[src/rtl/rssi_ed_defs.svh]
// Constants for the received-strength and energy-detection status block.
`ifndef RSSI_ED_DEFS_SVH
`define RSSI_ED_DEFS_SVH

// ****************************************************************
// Register offsets
// ****************************************************************
`define OFS_TRX_CTRL_ONE      6'h04
`define OFS_QUALITY_STATUS    6'h06
`define OFS_ENERGY_LEVEL      6'h07

// ****************************************************************
// Field positions and reset values
// ****************************************************************
`define CTRL_AUTO_CRC_BIT     5
`define STAT_CRC_BIT          7
`define STAT_STRENGTH_MSB     4
`define STAT_STRENGTH_LSB     0
`define AUTO_CRC_RESET        1'b1
`define ENERGY_RESET          8'hff
`define STRENGTH_RESET        5'h00
`define STRENGTH_MAX          5'h1c
`define STRENGTH_STEP_DB      10'h003
`define ENERGY_MAX            8'h54
`define ED_LAST_SAMPLE        3'h7
`define ED_AVG_SHIFT          3

// ****************************************************************
// Timing, in nanoseconds
// ****************************************************************
`define CLK_PERIOD_NS         10
`define STRENGTH_TIME_NS      2000
`define ED_MEAS_TIME_NS       128000
`define ED_SHORT_TIME_NS      32000
`define ED_TOTAL_TIME_NS      140000

`endif

[src/rtl/rssi_ed_pkg.sv]
// Types shared by the received-strength and energy-detection status block.
package rssi_ed_pkg;

   // Register access request from the serial port front end.
   typedef struct packed {
      logic       we;
      logic       re;
      logic [5:0] addr;
      logic [7:0] wdata;
   } reg_req_t;

   // Receiver indications from the transceiver core, same clock.
   typedef struct packed {
      logic       listen;
      logic       busy;
      logic       high_rate;
      logic       shr_detect;
      logic       frame_end;
      logic       crc_ok;
      logic [4:0] raw_strength;
   } rx_ind_t;

   // Phases of an energy measurement.
   typedef enum logic [1:0] {
      ED_IDLE,
      ED_MEAS,
      ED_PROC
   } ed_phase_t;

   // Complete state of the block.
   typedef struct packed {
      ed_phase_t  phase;
      logic [15:0] sub_cnt;
      logic [2:0] samp_cnt;
      logic [9:0] acc;
      logic       manual;
      logic       short_win;
      logic [7:0] tick_cnt;
      logic [4:0] strength;
      logic       crc_valid;
      logic       auto_crc;
      logic [7:0] energy;
      logic       done;
      logic [7:0] rdata;
   } block_state_t;

endpackage

[src/rtl/rssi_energy_detect_status.sv]
// Received-strength, energy-detection and checksum status logic of the receiver.
//
// What this block does
// - Auto-checksum control bit enables or disables transmit checksum generation.
// - Checksum-valid bit reads 1 for a good last frame, 0 otherwise.
// - Checksum-valid bit changes only at frame end and holds until the next.
// - Strength field is bits 4..0, range 0 to 28, 3 dB steps.
// - In receive states strength is refreshed every 2 us.
// - Strength 0 is below -91 dBm; codes 1..28 rise linearly by 3 dB.
// - A write to the energy register in listen or busy state starts a manual measurement.
// - Preamble detection starts an automatic measurement, with no done event unless it preempts a manual run.
// - Manual measurement needs listen or busy state; done event at finish.
// - Manual request outside receive gives done event but no measurement.
// - Eight-symbol average stored 140 us after start, 128 us measuring.
// - High-rate automatic measurement takes 32 us; manual in listen 128 us.
// - Energy value stays valid until a newer measurement replaces it.
// - Energy register is 8 bits, resets to ff, results 00 to 54.
// - Energy code 0 is at most -91 dBm; each code adds 1 dB.
`timescale 1ns/1ps
`include "rssi_ed_defs.svh"

module rssi_energy_detect_status #(
   parameter int MEAS_CYC  = `ED_MEAS_TIME_NS / `CLK_PERIOD_NS,
   parameter int SHORT_CYC = `ED_SHORT_TIME_NS / `CLK_PERIOD_NS
) (
   // Clock and reset.
   input  wire logic                  clock,
   input  wire logic                  rst_b,
   // Register port from the serial front end.
   input  wire rssi_ed_pkg::reg_req_t req,
   output logic [7:0]                 rdata,
   // Receiver indications.
   input  wire rssi_ed_pkg::rx_ind_t  rx,
   // Status towards the rest of the transceiver.
   output logic [4:0]                 strength,
   output logic [7:0]                 energy_value,
   output logic                       crc_valid,
   output logic                       tx_auto_crc_en,
   output logic                       measurement_done_event
);
   import rssi_ed_pkg::*;

   // ****************************************************************
   // Derived cycle counts
   // ****************************************************************
   localparam logic [15:0] LONG_IV_LAST  = 16'((MEAS_CYC / 8) - 1);
   localparam logic [15:0] SHORT_IV_LAST = 16'((SHORT_CYC / 8) - 1);
   localparam logic [15:0] PROC_LAST     =
      16'(((`ED_TOTAL_TIME_NS - `ED_MEAS_TIME_NS) / `CLK_PERIOD_NS) - 1);
   localparam logic [7:0]  TICK_LAST     = 8'((`STRENGTH_TIME_NS / `CLK_PERIOD_NS) - 1);

   // ****************************************************************
   // Helpers
   // ****************************************************************

   // Converts a strength code to dB above the floor; code 0 stays at the floor.
   function automatic logic [9:0] strength_to_db(input logic [4:0] code);
      logic [9:0] base;
      base = {5'h00, code} - 10'h001;
      if (code == 5'h00) begin
         return 10'h000;
      end
      return 10'(base * `STRENGTH_STEP_DB);
   endfunction

   block_state_t st_r;
   block_state_t st_nxt;
   logic         in_rx;
   logic         manual_req;
   logic [9:0]   avg;
   logic [15:0]  iv_last;

   // ****************************************************************
   // Next-state logic
   // ****************************************************************

   // All register, strength and measurement behaviour is computed here.
   always_comb begin
      st_nxt     = st_r;
      st_nxt.done = 1'b0;
      in_rx      = rx.listen | rx.busy;
      manual_req = req.we && (req.addr == `OFS_ENERGY_LEVEL);
      avg        = st_r.acc >> `ED_AVG_SHIFT;
      iv_last    = st_r.short_win ? SHORT_IV_LAST : LONG_IV_LAST;

      // Strength sampling runs only in receive states and freezes otherwise.
      if (in_rx) begin
         if (st_r.tick_cnt == TICK_LAST) begin
            st_nxt.tick_cnt = 8'h00;
            if (rx.raw_strength > `STRENGTH_MAX) begin
               st_nxt.strength = `STRENGTH_MAX;
            end else begin
               st_nxt.strength = rx.raw_strength;
            end
         end else begin
            st_nxt.tick_cnt = st_r.tick_cnt + 8'h01;
         end
      end else begin
         st_nxt.tick_cnt = 8'h00;
      end

      // The checksum verdict is captured only with the frame-end strobe.
      if (rx.frame_end) begin
         st_nxt.crc_valid = rx.crc_ok;
      end

      // Control write steers the transmit checksum generator.
      if (req.we && (req.addr == `OFS_TRX_CTRL_ONE)) begin
         st_nxt.auto_crc = req.wdata[`CTRL_AUTO_CRC_BIT];
      end

      // Measurement sequencing: eight samples, then the processing delay.
      case (st_r.phase)
         ED_MEAS: begin
            if (st_r.sub_cnt == iv_last) begin
               st_nxt.sub_cnt = 16'h0000;
               st_nxt.acc     = st_r.acc + strength_to_db(st_r.strength);
               if (st_r.samp_cnt == `ED_LAST_SAMPLE) begin
                  st_nxt.phase = ED_PROC;
               end else begin
                  st_nxt.samp_cnt = st_r.samp_cnt + 3'h1;
               end
            end else begin
               st_nxt.sub_cnt = st_r.sub_cnt + 16'h0001;
            end
         end
         ED_PROC: begin
            if (st_r.sub_cnt == PROC_LAST) begin
               // The average never exceeds the top code, the clamp is a guard.
               if (avg > {2'b00, `ENERGY_MAX}) begin
                  st_nxt.energy = `ENERGY_MAX;
               end else begin
                  st_nxt.energy = avg[7:0];
               end
               st_nxt.phase = ED_IDLE;
               st_nxt.done  = st_r.manual;
            end else begin
               st_nxt.sub_cnt = st_r.sub_cnt + 16'h0001;
            end
         end
         default: begin
            st_nxt.phase = ED_IDLE;
         end
      endcase

      // A new start restarts the sequence; the old result stays readable.
      if (manual_req && !in_rx) begin
         st_nxt.done = 1'b1;
      end else if (manual_req || rx.shr_detect) begin
         st_nxt.phase     = ED_MEAS;
         st_nxt.sub_cnt   = 16'h0000;
         st_nxt.samp_cnt  = 3'h0;
         st_nxt.acc       = 10'h000;
         // A preempted manual run still owes its done event.
         st_nxt.manual    = manual_req | (st_r.manual && (st_r.phase != ED_IDLE));
         st_nxt.short_win = rx.high_rate && !(manual_req && rx.listen);
      end

      // Read answer appears one cycle after the read strobe.
      if (req.re) begin
         st_nxt.rdata = 8'h00;
         case (req.addr)
            `OFS_QUALITY_STATUS: begin
               st_nxt.rdata[`STAT_CRC_BIT] = st_r.crc_valid;
               st_nxt.rdata[`STAT_STRENGTH_MSB:`STAT_STRENGTH_LSB] = st_r.strength;
            end
            `OFS_ENERGY_LEVEL: begin
               st_nxt.rdata = st_r.energy;
            end
            `OFS_TRX_CTRL_ONE: begin
               st_nxt.rdata[`CTRL_AUTO_CRC_BIT] = st_r.auto_crc;
            end
            default: begin
               st_nxt.rdata = 8'h00;
            end
         endcase
      end
   end

   // ****************************************************************
   // State register
   // ****************************************************************

   // Reset gives a never-measured energy value and auto checksum enabled.
   always_ff @(posedge clock or negedge rst_b) begin
      if (!rst_b) begin
         st_r           <= '0;
         st_r.phase     <= ED_IDLE;
         st_r.strength  <= `STRENGTH_RESET;
         st_r.auto_crc  <= `AUTO_CRC_RESET;
         st_r.energy    <= `ENERGY_RESET;
      end else begin
         st_r <= st_nxt;
      end
   end

   // Outputs are fields of the state register.
   assign rdata                  = st_r.rdata;
   assign strength               = st_r.strength;
   assign energy_value           = st_r.energy;
   assign crc_valid              = st_r.crc_valid;
   assign tx_auto_crc_en         = st_r.auto_crc;
   assign measurement_done_event = st_r.done;
endmodule

[config.mk]
export PLATFORM = sky130hd
export DESIGN_NAME = rssi_energy_detect_status
export DESIGN_NICKNAME = d
export VERILOG_FILES = /design/src/rtl/rssi_ed_pkg.sv /design/src/rtl/rssi_energy_detect_status.sv
export VERILOG_INCLUDE_DIRS = /design/src /design/src/rtl
export SDC_FILE = /design/constraint.sdc
export NUM_CORES = 1
export LEC_CHECK = 0
export BUFFER_PORTS_ARGS = -buffer_cell sky130_fd_sc_hd__buf_2
export CAP_MARGIN = 20
export CELL_PAD_IN_SITES_DETAIL_PLACEMENT = 0
export CELL_PAD_IN_SITES_GLOBAL_PLACEMENT = 1
export CORE_MARGIN = 5
export CORE_UTILIZATION = 40
export CTS_CLUSTER_SIZE = 20
export DETAILED_ROUTE_END_ITERATION = 10
export PLACE_DENSITY = 0.78
export SETUP_SLACK_MARGIN = 0.05
export SYNTH_ARGS = -nofsm -noshare
export SYNTH_HDL_FRONTEND = slang
export SYNTH_SLANG_ARGS = --single-unit
[constraint.sdc]
create_clock -name clock -period 3.8 [get_ports clock]
set_input_delay 0.19 -clock clock [delete_from_list [all_inputs] [get_ports clock]]
set_output_delay 0.19 -clock clock [all_outputs]
set_load 0.005 [all_outputs]
==> run_results.csv <==
group,metric,value,unit
detailed_routing,viasPerCell,5.32,
job,maxCapViolCount,0,
worst_setup_path,worst_path_max_delay_cell,"dfrtp_1",
synth,synth_async_sr_flop_share,100,%
timing,setup_violations,0,
clocking,tritoncts_num_sinks,65,
floorplan,initial_core_util,40.6,%
clocking,ctsHtreeMaxLevel,3,
synth,ys_ff_latch,65,
worst_setup_path,worst-endpoint-required,4070,ps
clocking,worst_skew_pair_later_pin_latency,350,ps
final_layout,syn_to_final_growth,14.3,%
floorplan,row_count,37,
clocking,numCtsBuffers,9,
global_routing,pin_count_of_the_biggest_net_entering_global_routing,42,
place,finalWeightedCongestion,0.781,
worst_setup_path,cp_cell_sequence,"inv_2 -> ha_4 -> xor2_4 -> ha_4 -> ha_4 -> fa_2 -> a21o_1 -> a21oi_2 -> xor2_1 -> nor2_1 -> ha_1 -> a21oi_2 -> o211ai_1 -> a31o_2 -> a21oi_2 -> mux2i_1 -> mux2i_1",
worst_setup_path,timing.critical_path.fanout_max,3,
floorplan,core_area,10200,um^2
timing,worst-slew-pin-transition,939,ps
place,preCtsSetupSlack,-44.3,ps
synth,yosysMostFrequentCell,"nor2_1",
status,failed_checks,"hold timing",
timing,rsz0062_at_grt,"true",
worst_setup_path,crit_path_kind,"reg -> reg",
clocking,holdBufCountCts,0,
worst_setup_path,end_kind,"flop",
timing,fmax,269,MHz
detailed_routing,vias,3432,
synth,synth_seq_area_share,39.4,%
synth,yosys_warnings,0,
timing,min_period,3710,ps
synth,ys_types,54,
synth,synth_area_leader_cell,"dfrtp_1",
power_and_ir_drop,power-per-cell-area,365,nW/um^2
power_and_ir_drop,worst_ir_drop_vdd,0.252,mV
timing,maxSlewHeadroom,37.4,%
global_routing,antenna_found_initial,0,
final_layout,multi_input_comb_area,2340,um^2
timing,period_share,97.8,%
detailed_routing,drt_first_iter_violations,335,
floorplan,die-width,112,um
timing,setup_tns,0,ps
worst_setup_path,regToRegSetupSlack,90,ps
status,status,"finished, violations left",
final_layout,area.sequential,1640,um^2
hold_path,worstHoldPathType,"in -> async",
worst_setup_path,crit_path_launch_type,"flop",
global_routing,gr-total-overflow,0,
synth,yosys_most_used_dff,"dfrtp_1",
timing,final.setup.worst_slack,85.2,ps
place,place.port_buffers,45,
place,place.detailed.hpwl,6720,um
global_routing,global_route_wire_length_before_repair,16200,um
timing,hold_viol,24,
detailed_routing,avgRoutedWirePerCell,14.5,um
floorplan,io_pins,53,
power_and_ir_drop,total_leakage_power,0.00211,uW
synth,synthCells,471,
synth,post_synth_main_area_contributors,"dfrtp_1 34%, ha_1 7.8%, dfstp_2 5.7%",
timing,skew,13.5,ps
synth,post_synth.cell_area_avg,8.82,um^2
worst_setup_path,worst_ep_arrival_time,3980,ps
clocking,clockRootBuffer,"clkbuf_8",
final_layout,num-nets-final,561,
worst_setup_path,worst_path_largest_cell_delay,420,ps
synth,synth.top_cell.area_share,33.7,%
final_layout,antenna-diode-count,0,
synth,syn_nets,528,
timing,holdWs,-14.7,ps
synth,number_of_enable_flip_flop_cells_after_synthesis,0,
clocking,clk_pin_slew,80,ps
floorplan,die_height,112,um
detailed_routing,drt_pass1_iterations,4,
floorplan,die-area,12500,um^2
global_routing,gr-usage-all-layers,15.4,%
synth,mappedNetlistArea,4160,um^2
final_layout,nFillCells,978,
global_routing,grt_pass1_vias,3321,
timing,slew_violations,0,
clocking,cts_tree,"yes",
detailed_routing,ant_nets,0,
synth,netlist_top_cells_count,"60 x nor2_1, 56 x dfrtp_1, 56 x nand2_1",
detailed_routing,remaining_drc_errors,0,
detailed_routing,postRouteWirelength,9360,um
clocking,clk_path_buf_depth,2,
final_layout,layout-drive-gt1-share,22.2,%
-- worst paths after layout --
check                                        to         from  cells after the start
worst min-delay path                   st_r[53]        rst_b                      1
min in group clock                  strength[0]        rx[0]                      3
worst max-delay path                     avg[6]  strength[1]                     17
worst min register to register         st_r[24]     st_r[24]                      1
max in group asynchronous       energy_value[2]        rst_b                      2
worst max register to register           avg[6]  strength[1]                     17
-- through the flow --
step	util, %	total power [uW]	instances	cell area [um^2]
floorplan	-	1010	471	4160
global placement	43.4	1120	628	4440
detailed placement	43.4	1120	628	4440
CTS	45.7	1730	644	4680
global route	46.4	1840	645	4750
finish	46.4	1740	645	4750
-- where the power goes --
part	switching (uW)	total [uW]	internal [uW]
combinational	207	381	174
clock	279	599	320
sequential	29.8	755	725
-- metal layers --
metal / track usage [%] / vias up / wire length (um)
met5: 0 / - / 0
met3: 2.93 / 9 / 522
li1: - / 1705 / -
met4: 4.89 / 0 / 113
met2: 24.0 / 83 / 4190
met1: 21.7 / 1635 / 4540
-- state kept, by name (all words and copies together), names as in the netlist --
signal / flops
measurement_done_event: 1
crc_valid: 1
st_r: 34
avg: 7
energy_value: 8
rdata: 8
tx_auto_crc_en: 1
strength: 5
-- kinds of logic (layout without fill, tap and decap cells) --
logic type,count (synthesis),in the layout,share of synthesized area [%]
compound gates,104,104,15.3
fa+ha+maj,28,28,8.79
mux,13,13,3.28
xor+xnor,21,21,4.43
buf+inv,53,91,6.86
simple gates,187,187,21.9
flops,65,65,39.4
-- layout by cell type (no fill, tap or decap), types with 11 or more instances in the layout --
cell / count
a21oi_1: 31
dfrtp_1: 56
nand2_1: 56
xnor2_1: 13
a22oi_1: 13
nand3_1: 17
inv_1: 11
ha_1: 22
buf_2: 45
o21ai_0: 25
nor2_1: 60
buf_4: 17
-- final cells by class --
class                      count  area share, %
clock buffer                  11           2.98
clock inverter                 5           1.19
inverter                      13           1.03
multi-input combinational    353           49.3
sequential                    65           34.5
tap                          136           3.58
timing repair buffer          62           7.43
-- worst max-delay path, delay by kind of cell (launching register included) --
family,cells,cell delay (ps)
compound gates,6,1000
xor+xnor,2,330
fa+ha+maj,5,1280
buf+inv,1,110
flops,1,420
mux,2,440
simple gates,1,60
-- timing repair --
| action | 4_1_cts | 5_1_grt |
|---|---|---|
| endpoints found under the setup margin | 1 | 2 |
| buffers inserted | 0 | 1 |
| gates resized for setup | 10 | 8 |
| hold endpoints to repair | 0 | 0 |
| pin swaps | 1 | 9 |
(Power assumes the default switching activity.)
